[config.mk]
export PLATFORM = sky130hd
export DESIGN_NAME = pcr_port_remap
export DESIGN_NICKNAME = d
export VERILOG_FILES = /design/src/design/pcr_pkg.sv /design/src/design/pcr_pin_cell.sv /design/src/design/pcr_port_remap.sv
export SDC_FILE = /design/constraint.sdc
export NUM_CORES = 1
export LEC_CHECK = 0
export BUFFER_PORTS_ARGS = -buffer_cell sky130_fd_sc_hd__buf_2
export CAP_MARGIN = 20
export CORE_MARGIN = 2
export CORE_UTILIZATION = 30
export CTS_CLUSTER_SIZE = 24
export DETAILED_ROUTE_END_ITERATION = 12
export PLACE_DENSITY_LB_ADDON = 0.3
export SLEW_MARGIN = 20
export SYNTH_ARGS = -nofsm -noshare
export SYNTH_HDL_FRONTEND = slang
export SYNTH_HIERARCHICAL = 1
export SYNTH_SLANG_ARGS = --single-unit
[constraint.sdc]
create_clock -name ref_clk -period 1.75 [get_ports ref_clk]
set_clock_uncertainty 0.2 [all_clocks]
set_input_delay 0.35 -clock ref_clk [delete_from_list [all_inputs] [get_ports ref_clk]]
set_output_delay 0.35 -clock ref_clk [all_outputs]
set_load 0.005 [all_outputs]
[src/design/pcr_pkg.sv]
// package for the port configuration and pin remap block
// assumes one 8-bit special-function register bus on the system clock
package pcr_pkg;

   // -------------------------------------------------------------
   // pin numbering: port0 0..7, port1 8..15, port3 16..17
   // -------------------------------------------------------------
   localparam int PCR_NPINS = 18;
   localparam int PCR_P0_BASE = 0;
   localparam int PCR_P1_BASE = 8;
   localparam int PCR_P3_BASE = 16;
   localparam int PCR_P3_WIDTH = 2;
   localparam int PCR_PORT_WIDTH = 8;
   localparam int PCR_PIN_P0_0 = 0;
   localparam int PCR_PIN_P1_0 = 8;
   localparam int PCR_PIN_P1_1 = 9;
   localparam int PCR_PIN_P1_2 = 10;
   localparam int PCR_PIN_P1_3 = 11;
   localparam int PCR_PIN_P1_4 = 12;
   localparam int PCR_PIN_P1_5 = 13;
   localparam int PCR_PIN_P1_6 = 14;
   localparam int PCR_PIN_P1_7 = 15;

   // -------------------------------------------------------------
   // register addresses
   // -------------------------------------------------------------
   localparam logic [7:0] PCR_ADDR_REMAP = 8'hcf;
   localparam logic [7:0] PCR_ADDR_P0_FIRST = 8'h84;
   localparam logic [7:0] PCR_ADDR_P0_SECOND = 8'h85;
   localparam logic [7:0] PCR_ADDR_P1_FIRST = 8'h91;
   localparam logic [7:0] PCR_ADDR_P1_SECOND = 8'h92;
   localparam logic [7:0] PCR_ADDR_P3_FIRST = 8'hb1;
   localparam logic [7:0] PCR_ADDR_P3_SECOND = 8'hb2;

   // -------------------------------------------------------------
   // remap fields and reset values
   // -------------------------------------------------------------
   localparam int PCR_REMAP_SPI_BIT = 1;
   localparam int PCR_REMAP_UART_BIT = 2;
   localparam logic [17:0] PCR_FIRST_RST = 18'h3_ffff;
   localparam logic [17:0] PCR_SECOND_RST = 18'h0_0000;
   localparam logic [7:0] PCR_READ_NONE = 8'h00;

   // -------------------------------------------------------------
   // output mode encodings {first, second}
   // -------------------------------------------------------------
   localparam logic [1:0] PCR_MODE_QUASI = 2'h0;
   localparam logic [1:0] PCR_MODE_PUSH = 2'h1;
   localparam logic [1:0] PCR_MODE_INPUT = 2'h2;
   localparam logic [1:0] PCR_MODE_OPEN = 2'h3;

   typedef enum logic [2:0] {
      PCR_KIND_FULL = 3'b001,
      PCR_KIND_ODONLY = 3'b010,
      PCR_KIND_INONLY = 3'b100
   } pcr_pin_kind_t;

   // -------------------------------------------------------------
   // carriers
   // -------------------------------------------------------------
   typedef struct packed {
      logic [7:0] addr;
      logic [7:0] wrData;
      logic wrEn;
      logic rdEn;
   } pcr_sfr_req_t;

   typedef struct packed {
      logic out;
      logic oe;
      logic pu;
   } pcr_drive_t;

   typedef struct packed {
      logic uartTxd;
      logic sdaOut;
      logic sclOut;
      logic spiClkOut;
      logic mosiOut;
      logic misoOut;
   } pcr_periph_out_t;

   typedef struct packed {
      logic uartRxd;
      logic sdaIn;
      logic sclIn;
      logic spiClkIn;
      logic mosiIn;
      logic misoIn;
      logic ssIn;
   } pcr_periph_in_t;

   localparam pcr_periph_in_t PCR_PERIPH_IDLE = 7'h7f;

   typedef struct packed {
      logic [17:0] modeFirst;
      logic [17:0] modeSecond;
      logic spiAlt;
      logic uartAlt;
      logic [17:0] syncA;
      logic [17:0] syncB;
      logic [17:0] pinOut;
      logic [17:0] pinOe;
      logic [17:0] pinPu;
      logic [7:0] rdData;
      pcr_periph_in_t toPeriph;
   } pcr_state_t;

endpackage

[src/design/pcr_pin_cell.sv]
// one pin's output driver decode from its two mode bits
// assumes the caller registers the result before it reaches a pad
`timescale 1ns/1ps
`default_nettype none
module pcr_pin_cell
   import pcr_pkg::*;
#(
   parameter pcr_pin_kind_t KIND = PCR_KIND_FULL
) (
   input wire logic [1:0] mode,
   input wire logic latch,
   output pcr_drive_t drive
);
   logic [1:0] effMode;

   always_comb begin
      effMode = mode;
      case (KIND)
         PCR_KIND_INONLY: begin
            effMode = PCR_MODE_INPUT;
         end
         PCR_KIND_ODONLY: begin
            if (!mode[1]) begin
               effMode = PCR_MODE_INPUT;
            end
         end
         default: begin
            effMode = mode;
         end
      endcase
      drive = '0;
      case (effMode)
         PCR_MODE_QUASI: begin
            drive.oe = !latch;
            drive.pu = latch;
         end
         PCR_MODE_PUSH: begin
            drive.oe = 1'b1;
            drive.out = latch;
         end
         PCR_MODE_OPEN: begin
            drive.oe = !latch;
         end
         default: begin
            drive = '0;
         end
      endcase
   end
endmodule
`default_nettype wire

[src/design/pcr_port_remap.sv]
// port mode registers, pin remap control and pin drive registers
// assumes an 8-bit register bus and pin levels from another domain
//
// Functional notes
// - all pins input-only after power-up
// - port1_bit5 always input, mode bits ignored
// - port1_bit2/bit3 only input-only or open-drain
// - two mode bits per pin select output type
// - peripherals reach pins through remap multiplexers
// - UART and SPI maps selectable independently, I2C fixed on port1_bit2/bit3
// - UART bit clear primary map, set disconnects UART
// - reset clears both remap bits: UART on primary map, SPI disconnected
// - SPI bit clear disconnects, set routes alternative
// - remap bit 2 selects UART map
`timescale 1ns/1ps
`default_nettype none
module pcr_port_remap
   import pcr_pkg::*;
(
   input wire logic ref_clk,
   input wire logic rstn,
   input wire pcr_sfr_req_t sfrReq,
   output logic [7:0] sfrRdData,
   input wire logic [17:0] portLatch,
   input wire logic [17:0] pinIn,
   output logic [17:0] pinOut,
   output logic [17:0] pinOe,
   output logic [17:0] pinPu,
   input wire pcr_periph_out_t fromPeriph,
   output pcr_periph_in_t toPeriph
);
   // -------------------------------------------------------------
   // state
   // -------------------------------------------------------------
   pcr_state_t st_q;
   pcr_state_t st_d;
   logic [17:0] effLatch;
   pcr_drive_t drv [PCR_NPINS];

   // -------------------------------------------------------------
   // peripheral signals merged into the port latches
   // -------------------------------------------------------------
   always_comb begin
      effLatch = portLatch;
      if (!st_q.uartAlt) begin
         effLatch[PCR_PIN_P1_0] = portLatch[PCR_PIN_P1_0]
            & fromPeriph.uartTxd;
      end
      effLatch[PCR_PIN_P1_3] = portLatch[PCR_PIN_P1_3]
         & fromPeriph.sdaOut;
      effLatch[PCR_PIN_P1_2] = portLatch[PCR_PIN_P1_2]
         & fromPeriph.sclOut;
      if (st_q.spiAlt) begin
         effLatch[PCR_PIN_P0_0] = portLatch[PCR_PIN_P0_0]
            & fromPeriph.spiClkOut;
         effLatch[PCR_PIN_P1_7] = portLatch[PCR_PIN_P1_7]
            & fromPeriph.mosiOut;
         effLatch[PCR_PIN_P1_6] = portLatch[PCR_PIN_P1_6]
            & fromPeriph.misoOut;
      end
   end

   // -------------------------------------------------------------
   // per-pin driver decode
   // -------------------------------------------------------------
   for (genvar i = 0; i < PCR_NPINS; i++) begin : gPin
      localparam pcr_pin_kind_t K = (i == PCR_PIN_P1_5) ? PCR_KIND_INONLY :
         ((i == PCR_PIN_P1_2) || (i == PCR_PIN_P1_3)) ? PCR_KIND_ODONLY :
         PCR_KIND_FULL;
      pcr_pin_cell #(.KIND(K)) uCell (
         .mode({st_q.modeFirst[i], st_q.modeSecond[i]}),
         .latch(effLatch[i]),
         .drive(drv[i])
      );
   end

   // -------------------------------------------------------------
   // next state
   // -------------------------------------------------------------
   always_comb begin
      st_d = st_q;
      st_d.syncA = pinIn;
      st_d.syncB = st_q.syncA;
      for (int i = 0; i < PCR_NPINS; i++) begin
         st_d.pinOut[i] = drv[i].out;
         st_d.pinOe[i] = drv[i].oe;
         st_d.pinPu[i] = drv[i].pu;
      end
      if (sfrReq.wrEn) begin
         case (sfrReq.addr)
            PCR_ADDR_REMAP: begin
               st_d.spiAlt = sfrReq.wrData[PCR_REMAP_SPI_BIT];
               st_d.uartAlt = sfrReq.wrData[PCR_REMAP_UART_BIT];
            end
            PCR_ADDR_P0_FIRST: begin
               st_d.modeFirst[PCR_P0_BASE +: PCR_PORT_WIDTH] =
                  sfrReq.wrData;
            end
            PCR_ADDR_P0_SECOND: begin
               st_d.modeSecond[PCR_P0_BASE +: PCR_PORT_WIDTH] =
                  sfrReq.wrData;
            end
            PCR_ADDR_P1_FIRST: begin
               st_d.modeFirst[PCR_P1_BASE +: PCR_PORT_WIDTH] =
                  sfrReq.wrData;
            end
            PCR_ADDR_P1_SECOND: begin
               st_d.modeSecond[PCR_P1_BASE +: PCR_PORT_WIDTH] =
                  sfrReq.wrData;
            end
            PCR_ADDR_P3_FIRST: begin
               st_d.modeFirst[PCR_P3_BASE +: PCR_P3_WIDTH] =
                  sfrReq.wrData[PCR_P3_WIDTH-1:0];
            end
            PCR_ADDR_P3_SECOND: begin
               st_d.modeSecond[PCR_P3_BASE +: PCR_P3_WIDTH] =
                  sfrReq.wrData[PCR_P3_WIDTH-1:0];
            end
            default: begin
               st_d.spiAlt = st_q.spiAlt;
            end
         endcase
      end
      if (sfrReq.rdEn) begin
         case (sfrReq.addr)
            PCR_ADDR_REMAP: begin
               st_d.rdData = PCR_READ_NONE;
               st_d.rdData[PCR_REMAP_SPI_BIT] = st_q.spiAlt;
               st_d.rdData[PCR_REMAP_UART_BIT] = st_q.uartAlt;
            end
            PCR_ADDR_P0_FIRST: begin
               st_d.rdData = st_q.modeFirst[PCR_P0_BASE +: PCR_PORT_WIDTH];
            end
            PCR_ADDR_P0_SECOND: begin
               st_d.rdData = st_q.modeSecond[PCR_P0_BASE +: PCR_PORT_WIDTH];
            end
            PCR_ADDR_P1_FIRST: begin
               st_d.rdData = st_q.modeFirst[PCR_P1_BASE +: PCR_PORT_WIDTH];
            end
            PCR_ADDR_P1_SECOND: begin
               st_d.rdData = st_q.modeSecond[PCR_P1_BASE +: PCR_PORT_WIDTH];
            end
            PCR_ADDR_P3_FIRST: begin
               st_d.rdData = PCR_READ_NONE;
               st_d.rdData[PCR_P3_WIDTH-1:0] =
                  st_q.modeFirst[PCR_P3_BASE +: PCR_P3_WIDTH];
            end
            PCR_ADDR_P3_SECOND: begin
               st_d.rdData = PCR_READ_NONE;
               st_d.rdData[PCR_P3_WIDTH-1:0] =
                  st_q.modeSecond[PCR_P3_BASE +: PCR_P3_WIDTH];
            end
            default: begin
               st_d.rdData = PCR_READ_NONE;
            end
         endcase
      end
      // inputs handed to peripherals; unrouted ones sit idle high
      st_d.toPeriph = PCR_PERIPH_IDLE;
      st_d.toPeriph.sdaIn = st_q.syncB[PCR_PIN_P1_3];
      st_d.toPeriph.sclIn = st_q.syncB[PCR_PIN_P1_2];
      if (!st_q.uartAlt) begin
         st_d.toPeriph.uartRxd = st_q.syncB[PCR_PIN_P1_1];
      end
      if (st_q.spiAlt) begin
         st_d.toPeriph.spiClkIn = st_q.syncB[PCR_PIN_P0_0];
         st_d.toPeriph.mosiIn = st_q.syncB[PCR_PIN_P1_7];
         st_d.toPeriph.misoIn = st_q.syncB[PCR_PIN_P1_6];
         st_d.toPeriph.ssIn = st_q.syncB[PCR_PIN_P1_4];
      end
   end

   always_ff @(posedge ref_clk or negedge rstn) begin
      if (!rstn) begin
         st_q <= '0;
         st_q.modeFirst <= PCR_FIRST_RST;
         st_q.modeSecond <= PCR_SECOND_RST;
         st_q.toPeriph <= PCR_PERIPH_IDLE;
      end else begin
         st_q <= st_d;
      end
   end

   assign sfrRdData = st_q.rdData;
   assign pinOut = st_q.pinOut;
   assign pinOe = st_q.pinOe;
   assign pinPu = st_q.pinPu;
   assign toPeriph = st_q.toPeriph;

   // -------------------------------------------------------------
   // checks
   // -------------------------------------------------------------
   a_reset_input_only: assert property (@(posedge ref_clk) disable iff (!rstn)
      (st_q.modeFirst == PCR_FIRST_RST && st_q.modeSecond == PCR_SECOND_RST)
      |=> (pinOe == '0 && pinPu == '0))
      else $error("pins drive while all modes are input-only");
   a_bit5_never_drives: assert property (@(posedge ref_clk) disable iff (!rstn)
      !pinOe[PCR_PIN_P1_5] && !pinPu[PCR_PIN_P1_5])
      else $error("port1_bit5 is driven");
   a_i2c_pins_open: assert property (@(posedge ref_clk) disable iff (!rstn)
      !pinPu[PCR_PIN_P1_2] && !pinPu[PCR_PIN_P1_3]
      && !(pinOe[PCR_PIN_P1_2] && pinOut[PCR_PIN_P1_2]))
      else $error("i2c pin driven high");
   a_push_pull_drive: assert property (@(posedge ref_clk) disable iff (!rstn)
      (!st_q.modeFirst[PCR_PIN_P1_4] && st_q.modeSecond[PCR_PIN_P1_4])
      |=> pinOe[PCR_PIN_P1_4]
      && pinOut[PCR_PIN_P1_4] == $past(effLatch[PCR_PIN_P1_4]))
      else $error("push-pull pin not driven");
   a_uart_tx_route: assert property (@(posedge ref_clk) disable iff (!rstn)
      (!st_q.uartAlt && !st_q.modeFirst[PCR_PIN_P1_0]
      && st_q.modeSecond[PCR_PIN_P1_0]) |=> pinOut[PCR_PIN_P1_0] ==
      $past(portLatch[PCR_PIN_P1_0] & fromPeriph.uartTxd))
      else $error("uart transmit not on port1_bit0");
   a_remap_write: assert property (@(posedge ref_clk) disable iff (!rstn)
      (sfrReq.wrEn && sfrReq.addr == PCR_ADDR_REMAP)
      |=> st_q.spiAlt == $past(sfrReq.wrData[PCR_REMAP_SPI_BIT])
      && st_q.uartAlt == $past(sfrReq.wrData[PCR_REMAP_UART_BIT]))
      else $error("remap write not taken");
   a_spi_disconnect: assert property (@(posedge ref_clk) disable iff (!rstn)
      !st_q.spiAlt |=> toPeriph.spiClkIn && toPeriph.ssIn
      && toPeriph.misoIn && toPeriph.mosiIn)
      else $error("spi input routed while unmapped");
   a_spi_route: assert property (@(posedge ref_clk) disable iff (!rstn)
      st_q.spiAlt |=> toPeriph.ssIn == $past(st_q.syncB[PCR_PIN_P1_4])
      ##1 1'b1)
      else $error("spi select not taken from port1_bit4");
   a_uart_alt_rx: assert property (@(posedge ref_clk) disable iff (!rstn)
      st_q.uartAlt |=> toPeriph.uartRxd)
      else $error("uart receive routed under alternative map");
   a_reserved_zero: assert property (@(posedge ref_clk) disable iff (!rstn)
      (sfrReq.rdEn && sfrReq.addr == PCR_ADDR_REMAP)
      |=> sfrRdData[0] == 1'b0 && sfrRdData[7:3] == 5'h00)
      else $error("reserved remap bits read non-zero");
endmodule
`default_nettype wire

==> out/qor.csv <==
metric,value,unit
drt_iter0_markers,168,
path_buf_inv,1,
multi_input_area,2220,sq um
ant_nets,0,
setup_viol,0,
status,"finished, final reports clean",
ios,131,
totalWireLength,12300,um
cp_data_required_time,1.84,ns
synth_top_family_by_area,buffers and inverters,
layout_commonest_cell,buf_2,
yosysSeqAreaShare,51.7,%
grt_antenna_before_repair,0,
async_flop_share,100,%
synthDominantCellAreaShare,40.6,%
clk_path_buf_depth,2,
synth_area,5920,sq um
ys_top_cells_by_area,"dfrtp_1 (41%), dfstp_2 (11%), buf_4 (9.6%)",
ff_latch_area,3060,sq um
clkTransAtPathRegs,0.05,ns
initial_utilization,30.5,%
cts_num_sinks,121,
nets,695,
chipHeight,144,um
final_layout_size_suffix_gt1_share,49.6,%
worst_pin_slew,0.568,ns
row_count,51,
p_per_area,1010,nW/um^2
final_hold_viol_count,0,
area_delta_synth_final,27.2,%
cp_top_family,simple AND/OR/NAND/NOR gates,
cts_setup_buffers,0,
worst-setup-path-type,in -> reg,
ctsHoldBuffers,22,
drc_errors,0,
cts_max_level,4,
finalSetupTns,0,ns
cts_root_buf,clkbuf_16,
yosys.area.top_type,dfrtp_1,
viasPerCell,4.13,
fin_crit,1.73,ns
critPathSlowestCell,or4b_4,
period_share,98.8,%
drv_slew,0,
synth-seq-cells,121,
arrival,1.82,ns
routedWlPerCell,14.3,um
numCtsBuffers,17,
clkLatencyLatePin,0.41,ns
die_w,144,um
grtUsageMet2,20.9,%
io_buffer_count,118,
synthAdderAreaFrac,9.51,%
whs,0.0177,ns
fill_cells,1906,
netlist_instances,471,
vdd_drop_max,0.575,mV
yosysWarnings,6,
first_pass_iters,5,
synth_flop_cell,dfrtp_1,
critical_path.max_fanout,8,
p_leak,0.00359,uW
grt_max_degree,39,
avgSynthCellArea,12.6,sq um
place_inst,812,
layout_common_cells,"buf_2 (117), dfrtp_1 (96), ha_1 (45), inv_1 (34), buf_4 (34)",
grt_setup_unrepaired,no,
gr-total-overflow,0,
met3_usage,3.84,%
grt_pass1_vias,3747,
vias,3577,
instances_no_fill,866,
antenna_cells,0,
maxCapViolations,0,
synth_mux_area_share,8.79,%
core_area,19400,sq um
grt.busiest_layer,met2,
cp-start-kind,input port,
grt_pass1_wl,19700,um
cts_tree,yes,
synth_compound_area_share,6.87,%
grt_use_total,12.9,%
synth_xor_area_share,0.148,%
ctsResizeCount,0,
crit_chain,buf_2 > or4b_4 > nor2_4 > and3_4 > mux2_4,
synth_edf_count,0,
slowest_delay,0.57,ns
place_congestion,0.853,
synthSimpleGateAreaFrac,10.1,%
maxSlewHeadroom,62.1,%
ys_types,49,
hold_path.class,in -> reg,
grtUsageMet1,16.1,%
dieArea,20900,sq um
dpl.hpwl,9370,um
postPlaceCellArea,6650,sq um
fin_area,7530,sq um
fmax,578,MHz
critPathCaptureType,flip-flop,
==> routing by layer <==
metal | part of all wire, % | up-vias | routed length (um)
met5 | 0 | - | 0
met4 | 1.5 | 0 | 185
met3 | 5.2 | 14 | 643
met2 | 49 | 97 | 6060
met1 | 44 | 1736 | 5450
li1 | - | 1730 | -
==> path summary, 6_finish.rpt <==
kind                       slack, ns       start            to  cells after the start
setup / recovery                0.02  sfrReq[11]     st_q[112]                      5
hold / removal                  0.02   sfrReq[8]     st_q[121]                      2
setup reg to reg                0.23   st_q[135]  sfrRdData[2]                      4
hold reg to reg                 0.15    st_d[79]       st_d[4]                      0
max in group asynchronous       0.60        rstn     st_q[125]                      3
min in group asynchronous       0.17        rstn      pinPu[4]                      2
==> cell families after synthesis <==
kind of cell,count (synthesis)
other,3
XOR/XNOR,1
AO/OA/AOI/OAI,47
AND/OR/NAND/NOR,89
multiplexers,47
adder cells (fa/ha/maj),45
flip-flops,121
buffers and inverters,118
==> metrics by stage <==
| step | utilization [%] | worst slack [ns] | power (uW) |
|---|---|---|---|
| detailed placement | 34.3 | -0.405 | 3730 |
| floorplan | - | -0.335 | 3510 |
| global placement | 34.3 | -0.361 | 3700 |
| CTS | 38.8 | 0.0446 | 7720 |
| global route | 38.8 | 0.00950 | 7970 |
| finish | 38.8 | 0.0209 | 7580 |
==> area by class of cell <==
type | count | area share (%)
Clock buffer | 19 | 5.88
Sequential cell | 121 | 40.6
Multi-Input combinational cell | 236 | 29.4
Inverter | 35 | 1.74
Tap cell | 265 | 4.40
Timing Repair Buffer | 177 | 15.0
Clock inverter | 13 | 2.87
==> sequential cells by signal, summed over array words and instances, names as in the netlist <==
register,count
pinOe,18
pinOut,18
pinPu,18
sfrRdData,8
st_d,9
toPeriph,7
st_q,43
==> cells in the mapped netlist, types with 2 or more instances <==
cell       number
and3b_1         3
a21boi_0        3
a221oi_1        2
o2bb2ai_1       7
and2_2         30
buf_6           2
o21ba_1        15
buf_2           5
dfrtp_1        96
inv_1          34
nand2b_1        5
nor2_1         18
nand2_1         5
nand3b_1        3
mux2i_1         7
dfstp_2        25
o22ai_1         3
and2_1          2
o22a_1          4
mux2_2         40
nor3b_1         2
or4b_4          2
ha_1           45
a22oi_1         7
and3_1          2
nand3_1         4
conb_1          3
buf_4          76
==> report_power, final <==
part / leakage [uW] / switching (uW) / internal, uW
clock network: 0.000311 / 1290 / 2580
logic: 0.00179 / 301 / 351
registers: 0.00148 / 77.5 / 2970
==> worst register-to-register path, delay by kind of cell, from the launching register on <==
family	cells	cell delay, ns
AO/OA/AOI/OAI	3	0.63
flip-flops	1	0.54
AND/OR/NAND/NOR	1	0.08
No activity file was read; power rests on OpenSTA's default activity.
